<file path="src/pkg/panel_cfg.svh">
/*
 Constants for the programmer front-panel controller: address limits,
 key codes, the logic lamp count and display widths.
 Assumes inclusion by bare name from the package and the design files.
*/
`ifndef PANEL_CFG_SVH
`define PANEL_CFG_SVH

`define ADDR_W 11
`define ADDR_LAST 11'h6bb
`define ADDR_FIRST 11'h000
`define KEY_W 4
`define KEY_AND 4'h0
`define KEY_OR 4'h1
`define KEY_SHIFT 4'hc
`define KEY_ENTER 4'hd
`define KEY_CLEAR 4'he
`define KEY_MON 4'hf
`define KEY_DOT 4'hb
`define KEY_DIGIT_MAX 4'h9
`define LOGIC_LAMPS 16
`define DIGITS 4
`define DIGIT_W 4
`define BCD_TEN 4'ha

`endif

</file>
<file path="src/pkg/panel_pkg.sv">
/*
 Types shared by the programmer front-panel controller.
 Assumes the constants header is on the include path.
*/
`default_nettype none
`include "panel_cfg.svh"
package panel_pkg;
   // Mode selector positions, one-hot.
   typedef enum logic [2:0] {
      mode_run = 3'b001,
      mode_edit = 3'b010,
      mode_tape = 3'b100
   } mode_e;
   // What the four-digit display is showing, one-hot.
   typedef enum logic [3:0] {
      show_addr = 4'b0001,
      show_value = 4'b0010,
      show_reg_addr = 4'b0100,
      show_reg_data = 4'b1000
   } show_e;
endpackage
`default_nettype wire

</file>
<file path="src/rtl/panel_ctrl.sv">
/*
 Front-panel controller of the hand-held programmer: mode selector,
 address/data display, status lamps, logic lamps, logic keys and the
 two power-flow combine operations used by the logic solver.
 Assumes key presses arrive as one-cycle strobes synchronous to ref_clk,
 and that the scan engine marks each scan boundary with scan_end.
*/
`default_nettype none
`include "panel_cfg.svh"

// What this block does
// RULE_01 - Left position runs program, outputs enabled
// RULE_02 - Run mode rejects program alterations
// RULE_03 - Centre position edits, no solving
// RULE_04 - Right position routes tape, no solving
// RULE_05 - Power-up runs unless programmer selects otherwise
// RULE_06 - Addresses decimal, dots and address lamp
// RULE_07 - Address runs 0000 up to 1723
// RULE_08 - Reference lamp follows selected reference in run
// RULE_09 - Run lamp only while solving
// RULE_10 - Battery lamp lit on low voltage
// RULE_11 - Supply lamp lit while DC present
// RULE_12 - Fault lamp lit on hardware fault
// RULE_13 - Programmer lamps mirror CPU lamps
// RULE_14 - Logic lamps show stored or pending type
// RULE_15 - Shift latches until enter or clear
// RULE_16 - Data lamp with BCD register contents
// RULE_17 - Register lamp on address, monitor toggles
// RULE_18 - Monitor shows sixteen I/O states
// RULE_19 - Keys select functions; dot only timer tenths
// RULE_20 - Series combine needs both conducting
// RULE_21 - Parallel combine needs either conducting
// RULE_22 - Mode change applied at scan boundary
module panel_ctrl
   import panel_pkg::*;
(
   // Clock and reset.
   input wire logic ref_clk,
   input wire logic arst_n,
   // Selector and attachment.
   input wire logic programmer_present,
   input wire logic [2:0] selector,
   input wire logic scan_end,
   // Keys.
   input wire logic key_strobe,
   input wire logic [`KEY_W-1:0] key_code,
   input wire logic timer_preset_entry,
   // CPU status sources.
   input wire logic ref_energised,
   input wire logic battery_low,
   input wire logic dc_supply_ok,
   input wire logic hw_fault,
   // Memory and monitor data.
   input wire logic [`ADDR_W-1:0] program_last_addr,
   input wire logic [`LOGIC_LAMPS-1:0] stored_type,
   input wire logic [`LOGIC_LAMPS-1:0] pending_type,
   input wire logic editing,
   input wire logic monitor_active,
   input wire logic reg_monitor,
   input wire logic [`LOGIC_LAMPS-1:0] io_states,
   input wire logic [`DIGITS*`DIGIT_W-1:0] reg_addr_bcd,
   input wire logic [`DIGITS*`DIGIT_W-1:0] reg_data_bcd,
   input wire logic addr_next,
   input wire logic addr_prev,
   // Power-flow combine operands.
   input wire logic flow_a,
   input wire logic flow_b,
   // Controller state.
   output logic solving,
   output logic outputs_enabled,
   output logic edit_allowed,
   output logic tape_route,
   output logic edit_rejected,
   output logic [`KEY_W-1:0] digit_out,
   output logic digit_valid,
   output logic program_edit_mode,
   // Display.
   output logic [`DIGITS*`DIGIT_W-1:0] display_digits,
   output logic [`DIGITS-1:0] display_dots,
   output logic [`ADDR_W-1:0] cur_addr,
   // Lamps.
   output logic addr_lamp,
   output logic upper_label_select,
   output logic data_lamp,
   output logic reg_lamp,
   output logic ref_state_lamp,
   output logic run_lamp,
   output logic low_backup_cell_lamp,
   output logic supply_good_lamp,
   output logic fault_lamp,
   output logic [`LOGIC_LAMPS-1:0] logic_lamps,
   // Combine results.
   output logic series_flow,
   output logic parallel_flow
);

   mode_e mode, next_mode;
   logic started, next_started;
   logic [`ADDR_W-1:0] next_cur_addr;
   logic next_shift;
   show_e show, next_show;
   logic next_edit_rejected;
   logic next_digit_valid;
   logic [`KEY_W-1:0] next_digit_out;
   logic [`DIGITS*`DIGIT_W-1:0] addr_bcd;
   logic [`DIGITS*`DIGIT_W-1:0] next_display_digits;
   logic [`DIGITS-1:0] next_display_dots;
   logic next_addr_lamp, next_data_lamp, next_reg_lamp;
   logic next_ref_state_lamp, next_run_lamp, next_low_backup_cell_lamp, next_supply, next_fault;
   logic [`LOGIC_LAMPS-1:0] next_logic_lamps;
   logic next_series, next_parallel;
   mode_e sel_mode;

   // Decode a selector reading; anything unclear falls back to run.
   function automatic mode_e decode_sel(input logic present, input logic [2:0] s);
      if (present && s == mode_edit) begin
         return mode_edit;
      end
      if (present && s == mode_tape) begin
         return mode_tape;
      end
      return mode_run;
   endfunction

   // Numeric key test for keys 0 to 9, used for digit entry; the dot key is tested separately.
   function automatic logic is_digit(input logic [`KEY_W-1:0] k);
      return k <= `KEY_DIGIT_MAX;
   endfunction

   assign sel_mode = decode_sel(programmer_present, selector);

   bin_to_bcd u_addr_bcd (
      .bin(cur_addr),
      .bcd(addr_bcd)
   );

   // Mode register. The first mode after reset is taken from the selector
   // on the first clocked cycle, since a reset flop may not load a port.
   always_comb begin
      next_mode = mode;
      next_started = 1'b1;
      // RULE_05 power-up mode
      if (!started) begin
         next_mode = sel_mode;
      // RULE_22 scan boundary switch
      end else if (scan_end) begin
         next_mode = sel_mode;
      end
   end

   always_ff @(posedge ref_clk or negedge arst_n) begin
      if (!arst_n) begin
         mode <= mode_run;
         started <= 1'b0;
      end else begin
         mode <= next_mode;
         started <= next_started;
      end
   end

   // Mode decode; solving is held off until the first mode is taken.
   always_comb begin
      // RULE_01 run executes
      solving = started && (mode == mode_run);
      outputs_enabled = solving;
      // RULE_03 edit mode
      edit_allowed = started && (mode == mode_edit);
      program_edit_mode = edit_allowed;
      // RULE_04 tape routing
      tape_route = started && (mode == mode_tape);
   end

   // Key handling: shift latch, digits, address stepping and monitor toggle.
   always_comb begin
      next_shift = upper_label_select;
      next_edit_rejected = 1'b0;
      next_digit_valid = 1'b0;
      next_digit_out = digit_out;
      next_cur_addr = cur_addr;
      next_show = show;
      if (!reg_monitor) begin
         next_show = show_addr;
      end else if (show == show_addr || show == show_value) begin
         next_show = show_reg_addr;
      end
      if (key_strobe) begin
         // RULE_15 shift latch
         if (key_code == `KEY_SHIFT) begin
            next_shift = 1'b1;
         end else if (key_code == `KEY_ENTER || key_code == `KEY_CLEAR) begin
            next_shift = 1'b0;
            // RULE_02 reject in run
            if (key_code == `KEY_ENTER && mode == mode_run) begin
               next_edit_rejected = 1'b1;
            end
         // RULE_17 monitor toggle
         end else if (key_code == `KEY_MON && reg_monitor) begin
            next_show = (show == show_reg_addr) ? show_reg_data : show_reg_addr;
         // RULE_19 digit and dot
         end else if (upper_label_select && (is_digit(key_code) ||
                      (key_code == `KEY_DOT && timer_preset_entry))) begin
            next_digit_valid = 1'b1;
            next_digit_out = key_code;
         end else if (!upper_label_select && key_code <= `KEY_DOT && mode == mode_run) begin
            // RULE_02 reject in run
            next_edit_rejected = 1'b1;
         end
      end
      // RULE_07 address bounds
      if (addr_next && cur_addr < program_last_addr && cur_addr < `ADDR_LAST) begin
         next_cur_addr = cur_addr + 11'h001;
      end else if (addr_prev && cur_addr > `ADDR_FIRST) begin
         next_cur_addr = cur_addr - 11'h001;
      end
   end

   always_ff @(posedge ref_clk or negedge arst_n) begin
      if (!arst_n) begin
         upper_label_select <= 1'b0;
         edit_rejected <= 1'b0;
         digit_valid <= 1'b0;
         digit_out <= 4'h0;
         cur_addr <= `ADDR_FIRST;
         show <= show_addr;
      end else begin
         upper_label_select <= next_shift;
         edit_rejected <= next_edit_rejected;
         digit_valid <= next_digit_valid;
         digit_out <= next_digit_out;
         cur_addr <= next_cur_addr;
         show <= next_show;
      end
   end

   // Display and lamps, registered so the panel never sees glitches.
   always_comb begin
      next_display_digits = addr_bcd;
      next_display_dots = '0;
      next_addr_lamp = 1'b0;
      next_reg_lamp = 1'b0;
      next_data_lamp = 1'b0;
      unique case (show)
         // RULE_06 address dots
         show_addr: begin
            next_display_dots = '1;
            next_addr_lamp = 1'b1;
         end
         show_value: begin
            next_display_digits = addr_bcd;
         end
         show_reg_addr: begin
            next_display_digits = reg_addr_bcd;
            next_reg_lamp = 1'b1;
         end
         // RULE_16 register contents
         show_reg_data: begin
            next_display_digits = reg_data_bcd;
            next_data_lamp = 1'b1;
         end
      endcase
      // RULE_08 reference lamp
      next_ref_state_lamp = solving && ref_energised;
      // RULE_09 run lamp
      next_run_lamp = solving;
      // RULE_13 mirror CPU lamps
      next_low_backup_cell_lamp = battery_low;
      next_supply = dc_supply_ok;
      next_fault = hw_fault;
      // RULE_18 monitor lamps
      if (monitor_active) begin
         next_logic_lamps = io_states;
      // RULE_14 logic type lamps
      end else if (editing) begin
         next_logic_lamps = pending_type;
      end else begin
         next_logic_lamps = stored_type;
      end
      // RULE_20 series combine
      next_series = flow_a & flow_b;
      // RULE_21 parallel combine
      next_parallel = flow_a | flow_b;
   end

   always_ff @(posedge ref_clk or negedge arst_n) begin
      if (!arst_n) begin
         display_digits <= '0;
         display_dots <= '0;
         addr_lamp <= 1'b0;
         reg_lamp <= 1'b0;
         data_lamp <= 1'b0;
         ref_state_lamp <= 1'b0;
         run_lamp <= 1'b0;
         low_backup_cell_lamp <= 1'b0;
         supply_good_lamp <= 1'b0;
         fault_lamp <= 1'b0;
         logic_lamps <= '0;
         series_flow <= 1'b0;
         parallel_flow <= 1'b0;
      end else begin
         display_digits <= next_display_digits;
         display_dots <= next_display_dots;
         addr_lamp <= next_addr_lamp;
         reg_lamp <= next_reg_lamp;
         data_lamp <= next_data_lamp;
         ref_state_lamp <= next_ref_state_lamp;
         run_lamp <= next_run_lamp;
         // RULE_10 battery lamp
         low_backup_cell_lamp <= next_low_backup_cell_lamp;
         // RULE_11 supply lamp
         supply_good_lamp <= next_supply;
         // RULE_12 fault lamp
         fault_lamp <= next_fault;
         logic_lamps <= next_logic_lamps;
         series_flow <= next_series;
         parallel_flow <= next_parallel;
      end
   end

   property p_run_outputs;
      @(posedge ref_clk) disable iff (!arst_n)
      outputs_enabled |-> (mode == mode_run) && solving;
   endproperty
   a_run_outputs: assert property (p_run_outputs) else $error("outputs on outside run"); // RULE_01

   property p_reject;
      @(posedge ref_clk) disable iff (!arst_n)
      (key_strobe && key_code == `KEY_ENTER && mode == mode_run) |=> edit_rejected;
   endproperty
   a_reject: assert property (p_reject) else $error("run edit not rejected"); // RULE_02

   property p_no_solve;
      @(posedge ref_clk) disable iff (!arst_n)
      (edit_allowed || tape_route) |-> !solving;
   endproperty
   a_no_solve: assert property (p_no_solve) else $error("solving outside run"); // RULE_03

   property p_mode_hold;
      @(posedge ref_clk) disable iff (!arst_n)
      (started && !scan_end) |=> $stable(mode);
   endproperty
   a_mode_hold: assert property (p_mode_hold) else $error("mode moved mid scan"); // RULE_22

   property p_addr_lamp;
      @(posedge ref_clk) disable iff (!arst_n)
      (show == show_addr) |=> addr_lamp && display_dots == '1;
   endproperty
   a_addr_lamp: assert property (p_addr_lamp) else $error("address lamp or dots missing"); // RULE_06

   property p_addr_max;
      @(posedge ref_clk) disable iff (!arst_n)
      cur_addr <= `ADDR_LAST;
   endproperty
   a_addr_max: assert property (p_addr_max) else $error("address beyond last"); // RULE_07

   property p_run_lamp;
      @(posedge ref_clk) disable iff (!arst_n)
      $rose(solving) |=> run_lamp;
   endproperty
   a_run_lamp: assert property (p_run_lamp) else $error("run lamp late"); // RULE_09

   property p_mirror;
      @(posedge ref_clk) disable iff (!arst_n)
      hw_fault |=> fault_lamp;
   endproperty
   a_mirror: assert property (p_mirror) else $error("fault lamp not mirrored"); // RULE_13

   property p_shift;
      @(posedge ref_clk) disable iff (!arst_n)
      (key_strobe && key_code == `KEY_SHIFT) |=> upper_label_select;
   endproperty
   a_shift: assert property (p_shift) else $error("shift not latched"); // RULE_15

   property p_series;
      @(posedge ref_clk) disable iff (!arst_n)
      (flow_a && !flow_b) |=> !series_flow && parallel_flow;
   endproperty
   a_series: assert property (p_series) else $error("combine wrong"); // RULE_20

endmodule
`default_nettype wire

</file>
<file path="src/rtl/bin_to_bcd.sv">
/*
 Converts an 11-bit binary program address to four BCD digits
 by shift-and-add-three, purely combinational.
 Assumes the input never exceeds 9999.
*/
`default_nettype none
`include "panel_cfg.svh"
module bin_to_bcd (
   // Binary in.
   input wire logic [`ADDR_W-1:0] bin,
   // Four BCD digits out, most significant first.
   output logic [`DIGITS*`DIGIT_W-1:0] bcd
);
   // Classic double-dabble; the loop bounds are fixed so it unrolls.
   always_comb begin
      logic [`DIGITS*`DIGIT_W-1:0] acc;
      acc = '0;
      for (int i = `ADDR_W - 1; i >= 0; i--) begin
         for (int d = 0; d < `DIGITS; d++) begin
            if (acc[d*`DIGIT_W +: `DIGIT_W] > 4'h4) begin
               acc[d*`DIGIT_W +: `DIGIT_W] = acc[d*`DIGIT_W +: `DIGIT_W] + 4'h3;
            end
         end
         acc = {acc[`DIGITS*`DIGIT_W-2:0], bin[i]};
      end
      bcd = acc;
   end
endmodule
`default_nettype wire

</file>
<file path="config.mk">
export PLATFORM = sky130hd
export DESIGN_NAME = panel_ctrl
export DESIGN_NICKNAME = d
export VERILOG_FILES = /design/src/pkg/panel_pkg.sv /design/src/rtl/panel_ctrl.sv /design/src/rtl/bin_to_bcd.sv
export VERILOG_INCLUDE_DIRS = /design/src /design/src/pkg
export SDC_FILE = /design/constraint.sdc
export NUM_CORES = 1
export LEC_CHECK = 0
export BUFFER_PORTS_ARGS = -buffer_cell sky130_fd_sc_hd__buf_2
export CORE_ASPECT_RATIO = 1.2
export CORE_MARGIN = 5
export CORE_UTILIZATION = 50
export CTS_CLUSTER_DIAMETER = 120
export DETAILED_ROUTE_END_ITERATION = 6
export GPL_TIMING_DRIVEN = 0
export PLACE_DENSITY = 0.83
export SETUP_SLACK_MARGIN = 0.2
export SYNTH_ARGS = -nofsm -noshare
export SYNTH_HDL_FRONTEND = slang
export SYNTH_SLANG_ARGS = --single-unit
</file>
<file path="constraint.sdc">
create_clock -name ref_clk -period 12.7 [get_ports ref_clk]
set_clock_uncertainty 0.15 [all_clocks]
set_input_delay 1.905 -clock ref_clk [delete_from_list [all_inputs] [get_ports ref_clk]]
set_output_delay 1.905 -clock ref_clk [all_outputs]
set_load 0.02 [all_outputs]
</file>
==> run metrics, run 1 <==
Slew HR=36.2%; post-cts repair resize count=0; FMAX=134 MHz; antenna-violating nets left=0; average wire per standard cell=16.9 microns; max incr delay on CP=0.59 ns; Hold Slack=0.323 ns; post-CTS setup buffer count=0; CTS tree=built; syn_area_per_cell=9.03 sq um; Post-Syn Area=5500 sq um; most common cell after layout, fill and taps aside=buf_2; wirelength, routed=16.0 mm; H-tree depth=3; initial drt markers=430; RSZ-0062 raised after global routing=false; vias per inst=5.74; area of the multi-input gates=3450 sq um; hold buffer count at cts=0; FFs w/ async S/R, synth=100%; total die area=13200 sq um; Clk pin slew, worst setup/hold paths=0.05 ns; number of synthesized flops with an enable pin=0; placed cell area=6590 sq um; worst-margin pin slew=0.955 ns; Tot GR Track Use=23.6%; Residual DRC=0; Routability Congestion=0.914; Die Y=125 microns; Synth cell types=90; IO buf count=182; share of cells above drive strength 1=31.2%; CTS buffer count=9; initial antenna violation count=4; CTS root buf=clkbuf_16; first-pass iteration count of the detailed router=5; final worst-path cycle share=58.8%; WP data required=12.80 ns; Initial Util=50.3%; number of global-route vias before repair=5184; Critical Path AT=7.57 ns; DP Cell Count=923; flops & latches, synth=68; cells after synthesis=609; Core ar.=10900 sq um; Setup-failing EPs final=0; Post-layout nets=959; Synth-to-Final Area Change=25.5%; fillers=957; nature of the critical path startpoint=flop; syn nets=766; Synth Flop Type=dfrtp_1; min Tclk post-route=7.47 ns; FF+latch area=1700 sq um; Congestion Overflow GR=0; slowest cell on the critical path=o41a_2; final instance count without filler cells=944; setup_tns=0 ns; critical path capture point type=flop; Die Wd=106 microns; yosys warns=0; max-slew violations=0; fin area=6900 sq um; worst hold path type=flop to flop; Num Clock Sinks=68; Seq/Total Area, Yosys=31.0%; num rows=42; Ports=184; DPL Wire Length=12.2 mm; worst skew pair latency=0.33 ns; clk buf depth=2; first-pass GRT wire length=25.2 mm; outcome=finished clean; vias=5418; most frequent cells in the layout=buf_2, dfrtp_1, nand2_1; final hold vios=0; max cap viols=0; crit path max fanout=9; largest net degree at the start of global routing=69; CP Class=flop to flop; Most common cell on crit path=ha_1
synth_stat cells (4+ instances only):
master | number | area (sq um)
clkbuf_1 | 14 | 52.6
inv_1 | 46 | 173
ha_1 | 41 | 513
nand2_1 | 50 | 188
a211oi_1 | 4 | 30.0
a21oi_1 | 37 | 185
o21bai_1 | 7 | 52.6
xor2_1 | 8 | 70.1
and3_1 | 5 | 31.3
a31oi_1 | 5 | 31.3
a22oi_1 | 14 | 105
a21o_1 | 8 | 60.1
xnor2_1 | 19 | 166
o31ai_1 | 4 | 30.0
nor3b_1 | 4 | 30.0
nor2b_1 | 6 | 37.5
nor2_1 | 26 | 97.6
mux2_2 | 9 | 101
nor3_1 | 13 | 65.1
nand4_1 | 6 | 37.5
o21ai_0 | 43 | 215
buf_4 | 7 | 52.6
nand3_1 | 14 | 70.1
nand2b_1 | 12 | 75.1
o211ai_1 | 4 | 30.0
and2_1 | 5 | 31.3
o21ai_1 | 4 | 20.0
buf_2 | 5 | 25.0
mux2i_1 | 31 | 310
or2_2 | 4 | 25.0
dfrtp_1 | 66 | 1650
cell families after synthesis:
logic type               count (synthesis)  synth area share, %
other                                    1               0.0682
multiplexers                            43                 8.21
flip-flops                              68                 31.0
AND/OR/NAND/NOR                        164                 15.6
AO/OA/AOI/OAI                          181                 23.5
XOR/XNOR                                31                 5.48
adder cells (fa/ha/maj)                 43                 9.87
buffers and inverters                   78                 6.32
worst max-delay path: cells and delay by family, from the launching register on:
family	cells	cell delay, ns
AOI/OAI and AO/OA	9	2.16
adders and majority gates	7	1.80
buffers and inverters	7	1.00
and+or+nand+nor	5	0.84
xor gates and xnor gates	3	0.64
DFF	1	0.42
muxes	1	0.36
layout make-up:
class | instances | area share [%]
Buffer | 32 | 2.54
Tap cell | 132 | 2.39
Sequential cell | 68 | 24.7
Multi-Input combinational cell | 463 | 50.0
Clock buffer | 13 | 3.77
Inverter | 46 | 2.50
Timing Repair Buffer | 182 | 13.2
Antenna cell | 5 | 0.181
Clock inverter | 3 | 0.653
metal layers:
metal  vias to the layer above  wire length, microns  global-route usage, %
met5                         -                    20                      0
met4                         2                   711                   12.0
met3                        48                  1210                   5.55
met2                       245                  8110                   41.8
met1                      2510                  5900                   26.0
li1                       2613                     -                      -
final timing paths:
kind	cells past startpoint	from	slack [ns]	end
max	32	cur_addr[8]	5.23	display_digits[2]
min	2	digit_out[3]	0.32	digit_out[3]
max reg2reg	32	cur_addr[8]	5.23	display_digits[2]
min reg2reg	2	digit_out[3]	0.32	digit_out[3]
max in group asynchronous	1	arst_n	10.32	logic_lamps[9]
min in group asynchronous	1	arst_n	1.53	run_lamp
sequential cells by signal (all words and copies together), names as in the netlist, 3 cells and up:
| signal | flops |
|---|---|
| digit_out | 4 |
| mode | 3 |
| cur_addr | 11 |
| logic_lamps | 16 |
| show | 4 |
| display_digits | 16 |
through the flow:
stage	utilization, %	setup slack (ns)
after global routing	63.2	4.54
after floorplan	-	5.90
after detailed placement	60.2	5.33
final	63.2	5.23
after global placement	60.2	5.39
after CTS	63.0	5.23
Power of run 1 is left out: the tool's default activity adds up to more than one toggle a clock period on the data nets, which glitch-free logic cannot reach.
==> run 2, diff against run 1 <==
Clock period 12.7 ns to 7.19 ns, I/O delays scaled along.
==> run metrics, run 2 (synthesis gave the netlist of run 1 again) <==
outcome=finished clean; max-slew violations=0; CTS buffer count=9; CP Class=flop to flop; num rows=42; final hold vios=0; largest net degree at the start of global routing=69; Die Y=125 microns; max incr delay on CP=0.44 ns; CTS root buf=clkbuf_16; WP data required=7.29 ns; Most common cell on crit path=inv_1; nature of the critical path startpoint=flop; Residual DRC=0; max cap viols=0; Die Wd=106 microns; IO buf count=182; crit path max fanout=10; worst-margin pin slew=1.00 ns; Tot GR Track Use=23.7%; final worst-path cycle share=92.7%; Post-layout nets=969; first-pass iteration count of the detailed router=7; antenna-violating nets left=0; H-tree depth=3; vias=5533; clk buf depth=2; average wire per standard cell=17.1 microns; Critical Path AT=6.77 ns; Ports=184; FMAX=150 MHz; most common cell after layout, fill and taps aside=buf_2; Congestion Overflow GR=0; Clk pin slew, worst setup/hold paths=0.05 ns; DP Cell Count=923; RSZ-0062 raised after global routing=false; DPL Wire Length=12.2 mm; Initial Util=50.3%; number of global-route vias before repair=5203; worst hold path type=flop to flop; Synth-to-Final Area Change=29.9%; total die area=13200 sq um; final instance count without filler cells=954; Slew HR=32.8%; vias per inst=5.80; Num Clock Sinks=68; first-pass GRT wire length=25.3 mm; Routability Congestion=0.914; most frequent cells in the layout=buf_2, dfrtp_1, nand2_1; initial drt markers=369; Largest regs=display_digits: 16 flops, logic_lamps: 16 flops, cur_addr: 11 flops; share of cells above drive strength 1=34.6%; min Tclk post-route=6.67 ns; Core ar.=10900 sq um; CP delay by family, top=compound AO/OA/AOI/OAI gates; hold buffer count at cts=0; initial antenna violation count=4; Setup-failing EPs final=0; sum of buffers and inverters on the critical path=8; slowest cell on the critical path=a2111oi_0; wirelength, routed=16.3 mm; worst skew pair latency=0.33 ns; critical path capture point type=flop; CTS tree=built
[run 2: cell count changes in the layout (fill, tap and decap cells not counted), sizes merged]
cell,change
buf,+10
[run 2: what timing repair did]
action                     4_1_cts  5_1_grt
setup endpoints to repair        6       11
buffers inserted                 3        7
resized for setup                7       25
pin swaps                        2        8
[run 2: stage by stage]
stage                     area (sq um)  setup TNS, ns  utilization, %  hold WS [ns]  setup slack [ns]
after floorplan                   5500              0               -         0.320             0.393
after global placement            6580         -0.122            60.2         0.305            -0.122
after detailed placement          6590         -0.189            60.2         0.310            -0.179
after CTS                         6950              0            63.6         0.324             0.217
after global routing              7140              0            65.4         0.352             0.183
final                             7140              0            65.4         0.321             0.522
[run 2: worst paths after layout]
kind | startpoint | cells after the start | endpoint | slack [ns]
max | cur_addr[8] | 33 | display_digits[6] | 0.52
min | digit_out[3] | 2 | digit_out[3] | 0.32
max reg2reg | cur_addr[8] | 33 | display_digits[6] | 0.52
min reg2reg | digit_out[3] | 2 | digit_out[3] | 0.32
max in group asynchronous | arst_n | 1 | cur_addr[9] | 5.61
min in group asynchronous | arst_n | 1 | run_lamp | 0.70
[run 2: tightest hold or removal path: stages, from the launching register on]
cell and delay (ns):
dfrtp_1 0.34, nand2_1 0.05, nand2_1 0.06
[run 2: cell type report]
type                       instances  area [sq um]
antenna                            5          12.5
timing repair buffer             192           988
fill                             921          3790
sequential                        68          1710
clock buffer                      13           260
multi-input combinational        463          3610
buffer                            32           180
tap                              132           165
inverter                          46           173
clock inverter                     3          45.0
[run 2: per-layer routing]
metal / GRT usage, % / share of wire [%] / routed length [microns] / vias up
li1: - / - / - / 2628
met1: 26.2 / 36 / 5900 / 2560
met2: 42.0 / 51 / 8290 / 282
met3: 5.55 / 8.2 / 1330 / 61
met4: 12.0 / 4.7 / 766 / 2
met5: 0 / 0.080 / 13 / -
Power of run 2 is left out for the same reason.
==> run 3, diff against run 2 <==
Settings changed: ABC_AREA set to 1, PLACE_DENSITY 0.83 to 0.84.
==> run metrics, run 3 <==
Synth-to-Final Area Change=25.2%; r2r setup slk=1.69 ns; clk buf depth=2; Hold Crit Depth=1; WP data required=7.30 ns; number of synthesized flops with an enable pin=0; Initial Util=51.0%; first-pass GRT wire length=21.9 mm; cells after synthesis=714; flops & latches, synth=68; sum of buffers and inverters on the critical path=13; setup_tns=0 ns; total die area=12800 sq um; initial drt markers=204; compound-cell area share of the yosys netlist=13.7%; Post-Syn Area=5340 sq um; most common cell after layout, fill and taps aside=buf_2; worst setup margin=1.69 ns; Slew HR=19.0%; reg2reg path depth=49; Congestion Overflow GR=0; Post-layout nets=1063; crit path max fanout=6; IO buf count=181; Ant. Diodes=0; syn_area_per_cell=7.47 sq um; Seq/Total Area, Yosys=31.9%; Core ar.=10500 sq um; max incr delay on CP=0.46 ns; first-pass iteration count of the detailed router=4; antenna-violating nets left=0; Num Clock Sinks=68; Ports=184; post-synth top area share=30.9%; num rows=41; FMAX=182 MHz; xor-xnor portion of the synthesized cell area=2.77%; critical path capture point type=flop; nature of the critical path startpoint=flop; Die Wd=104 microns; post-synthesis adder-cell area fraction=9.99%; post-cts repair resize count=0; Setup-failing EPs final=0; share of cells above drive strength 1=32.1%; Die Y=123 microns; H-tree depth=3; max cap viols=0; post-synthesis mux area share=0.844%; outcome=finished clean; worst-margin pin slew=1.21 ns; Synth Area in Simple Gates=31.3%; synth top area cells=dfrtp_1, nand2_1, ha_1, inv_1, a21oi_1; vias per inst=5.08; RSZ-0062 raised after global routing=false; Routability Congestion=0.851; hold buffer count at cts=0; max-slew violations=0; Most common cell on crit path=nand2_1; average wire per standard cell=12.8 microns; Residual DRC=0; pre-CTS setup slack=1.69 ns; min Tclk post-route=5.50 ns; worst skew pair latency=0.32 ns; CTS tree=built; top-count cell post-synth=nand2_1; hold path startpoint=show[2]; worst hold path type=flop to flop; DPL Wire Length=10.9 mm; Clk pin slew, worst setup/hold paths=0.06 ns; synth cell count leaders=nand2_1, inv_1, dfrtp_1; Synth cell types=49; vias=5287; final worst-path cycle share=76.5%; wirelength, routed=13.3 mm; CTS root buf=clkbuf_16; CP delay by family, top=simple AND/OR/NAND/NOR gates; RR Endpoint=display_digits[6]; slowest cell on the critical path=dfrtp_1; most frequent cells in the layout=buf_2, nand2_1, inv_1; Largest regs=display_digits: 16 flops, logic_lamps: 16 flops, cur_addr: 11 flops; yosys warns=0; CP Class=flop to flop; Worst Hold Path EP=display_dots[2]; initial antenna violation count=0; Tot GR Track Use=20.1%; Synth Flop Type=dfrtp_1; largest net degree at the start of global routing=69; Critical Path AT=5.61 ns; post-CTS setup buffer count=0; number of global-route vias before repair=5093; CTS buffer count=9; R2R Path Start=cur_addr[8]; syn nets=871; FFs w/ async S/R, synth=100%; final hold vios=0; cell taking the most area after synthesis=dfrtp_1; WP depth=49; largest family of logic cells by synthesized area=simple AND/OR/NAND/NOR gates
## run 3: cell count changes after synthesis, sizes merged, moves of 9 or more
| cell | change |
|---|---|
| inv | +65 |
| nand2b | -12 |
| nand2 | +149 |
| o21ai | -20 |
| a22oi | -14 |
| a22o | +12 |
| xnor2 | -19 |
| buf | -11 |
| nand3 | +54 |
| nor3 | -12 |
| a21oi | +18 |
| a21o | -9 |
| nor2 | +26 |
| mux2i | -32 |
## run 3: through the flow
| stage | hold slack, ns | cell area [sq um] | instances | utilization, % |
|---|---|---|---|---|
| after floorplan | 0.297 | 5340 | 714 | - |
| after global placement | 0.324 | 6400 | 1024 | 61.2 |
| after detailed placement | 0.326 | 6410 | 1024 | 61.2 |
| after CTS | 0.331 | 6680 | 1040 | 63.9 |
| after global routing | 0.360 | 6680 | 1040 | 63.9 |
| final | 0.334 | 6680 | 1040 | 63.9 |
## run 3: worst reg2reg max path: cells and delay by family (launching register included)
family	cells	cell delay, ns
and+or+nand+nor	30	2.61
DFF	1	0.46
buffers and inverters	13	1.01
adders and majority gates	6	1.22
## run 3: per-layer routing
layer	GRT usage, %	wire [microns]	up-vias
met5	0	0	-
met4	5.18	193	0
met3	5.59	825	17
met2	36.0	6880	136
met1	23.7	5390	2432
li1	-	-	2702
## run 3: how the worst max path moves through the flow
stage                           start                 to
after detailed placement  cur_addr[8]  display_digits[5]
after global placement    cur_addr[8]  display_digits[5]
after floorplan           cur_addr[8]  display_digits[5]
final                     cur_addr[8]  display_digits[6]
after CTS                 cur_addr[8]  display_digits[6]
after global routing      cur_addr[8]  display_digits[5]
## run 3: layout make-up
class	instances	area, sq um
tap	129	161
sequential	68	1700
clock inverter	7	51.3
buffer	16	83.8
multi-input combinational	519	3130
fill	946	3780
timing repair buffer	181	908
inverter	111	417
clock buffer	9	225
## run 3: cell families after synthesis
kind of cell             count (synthesis)
flip-flops                              68
other                                    1
AND/OR/NAND/NOR                        342
adder cells (fa/ha/maj)                 42
XOR/XNOR                                13
AO/OA/AOI/OAI                          117
multiplexers                             4
buffers and inverters                  127
Power of run 3 is left out for the same reason.
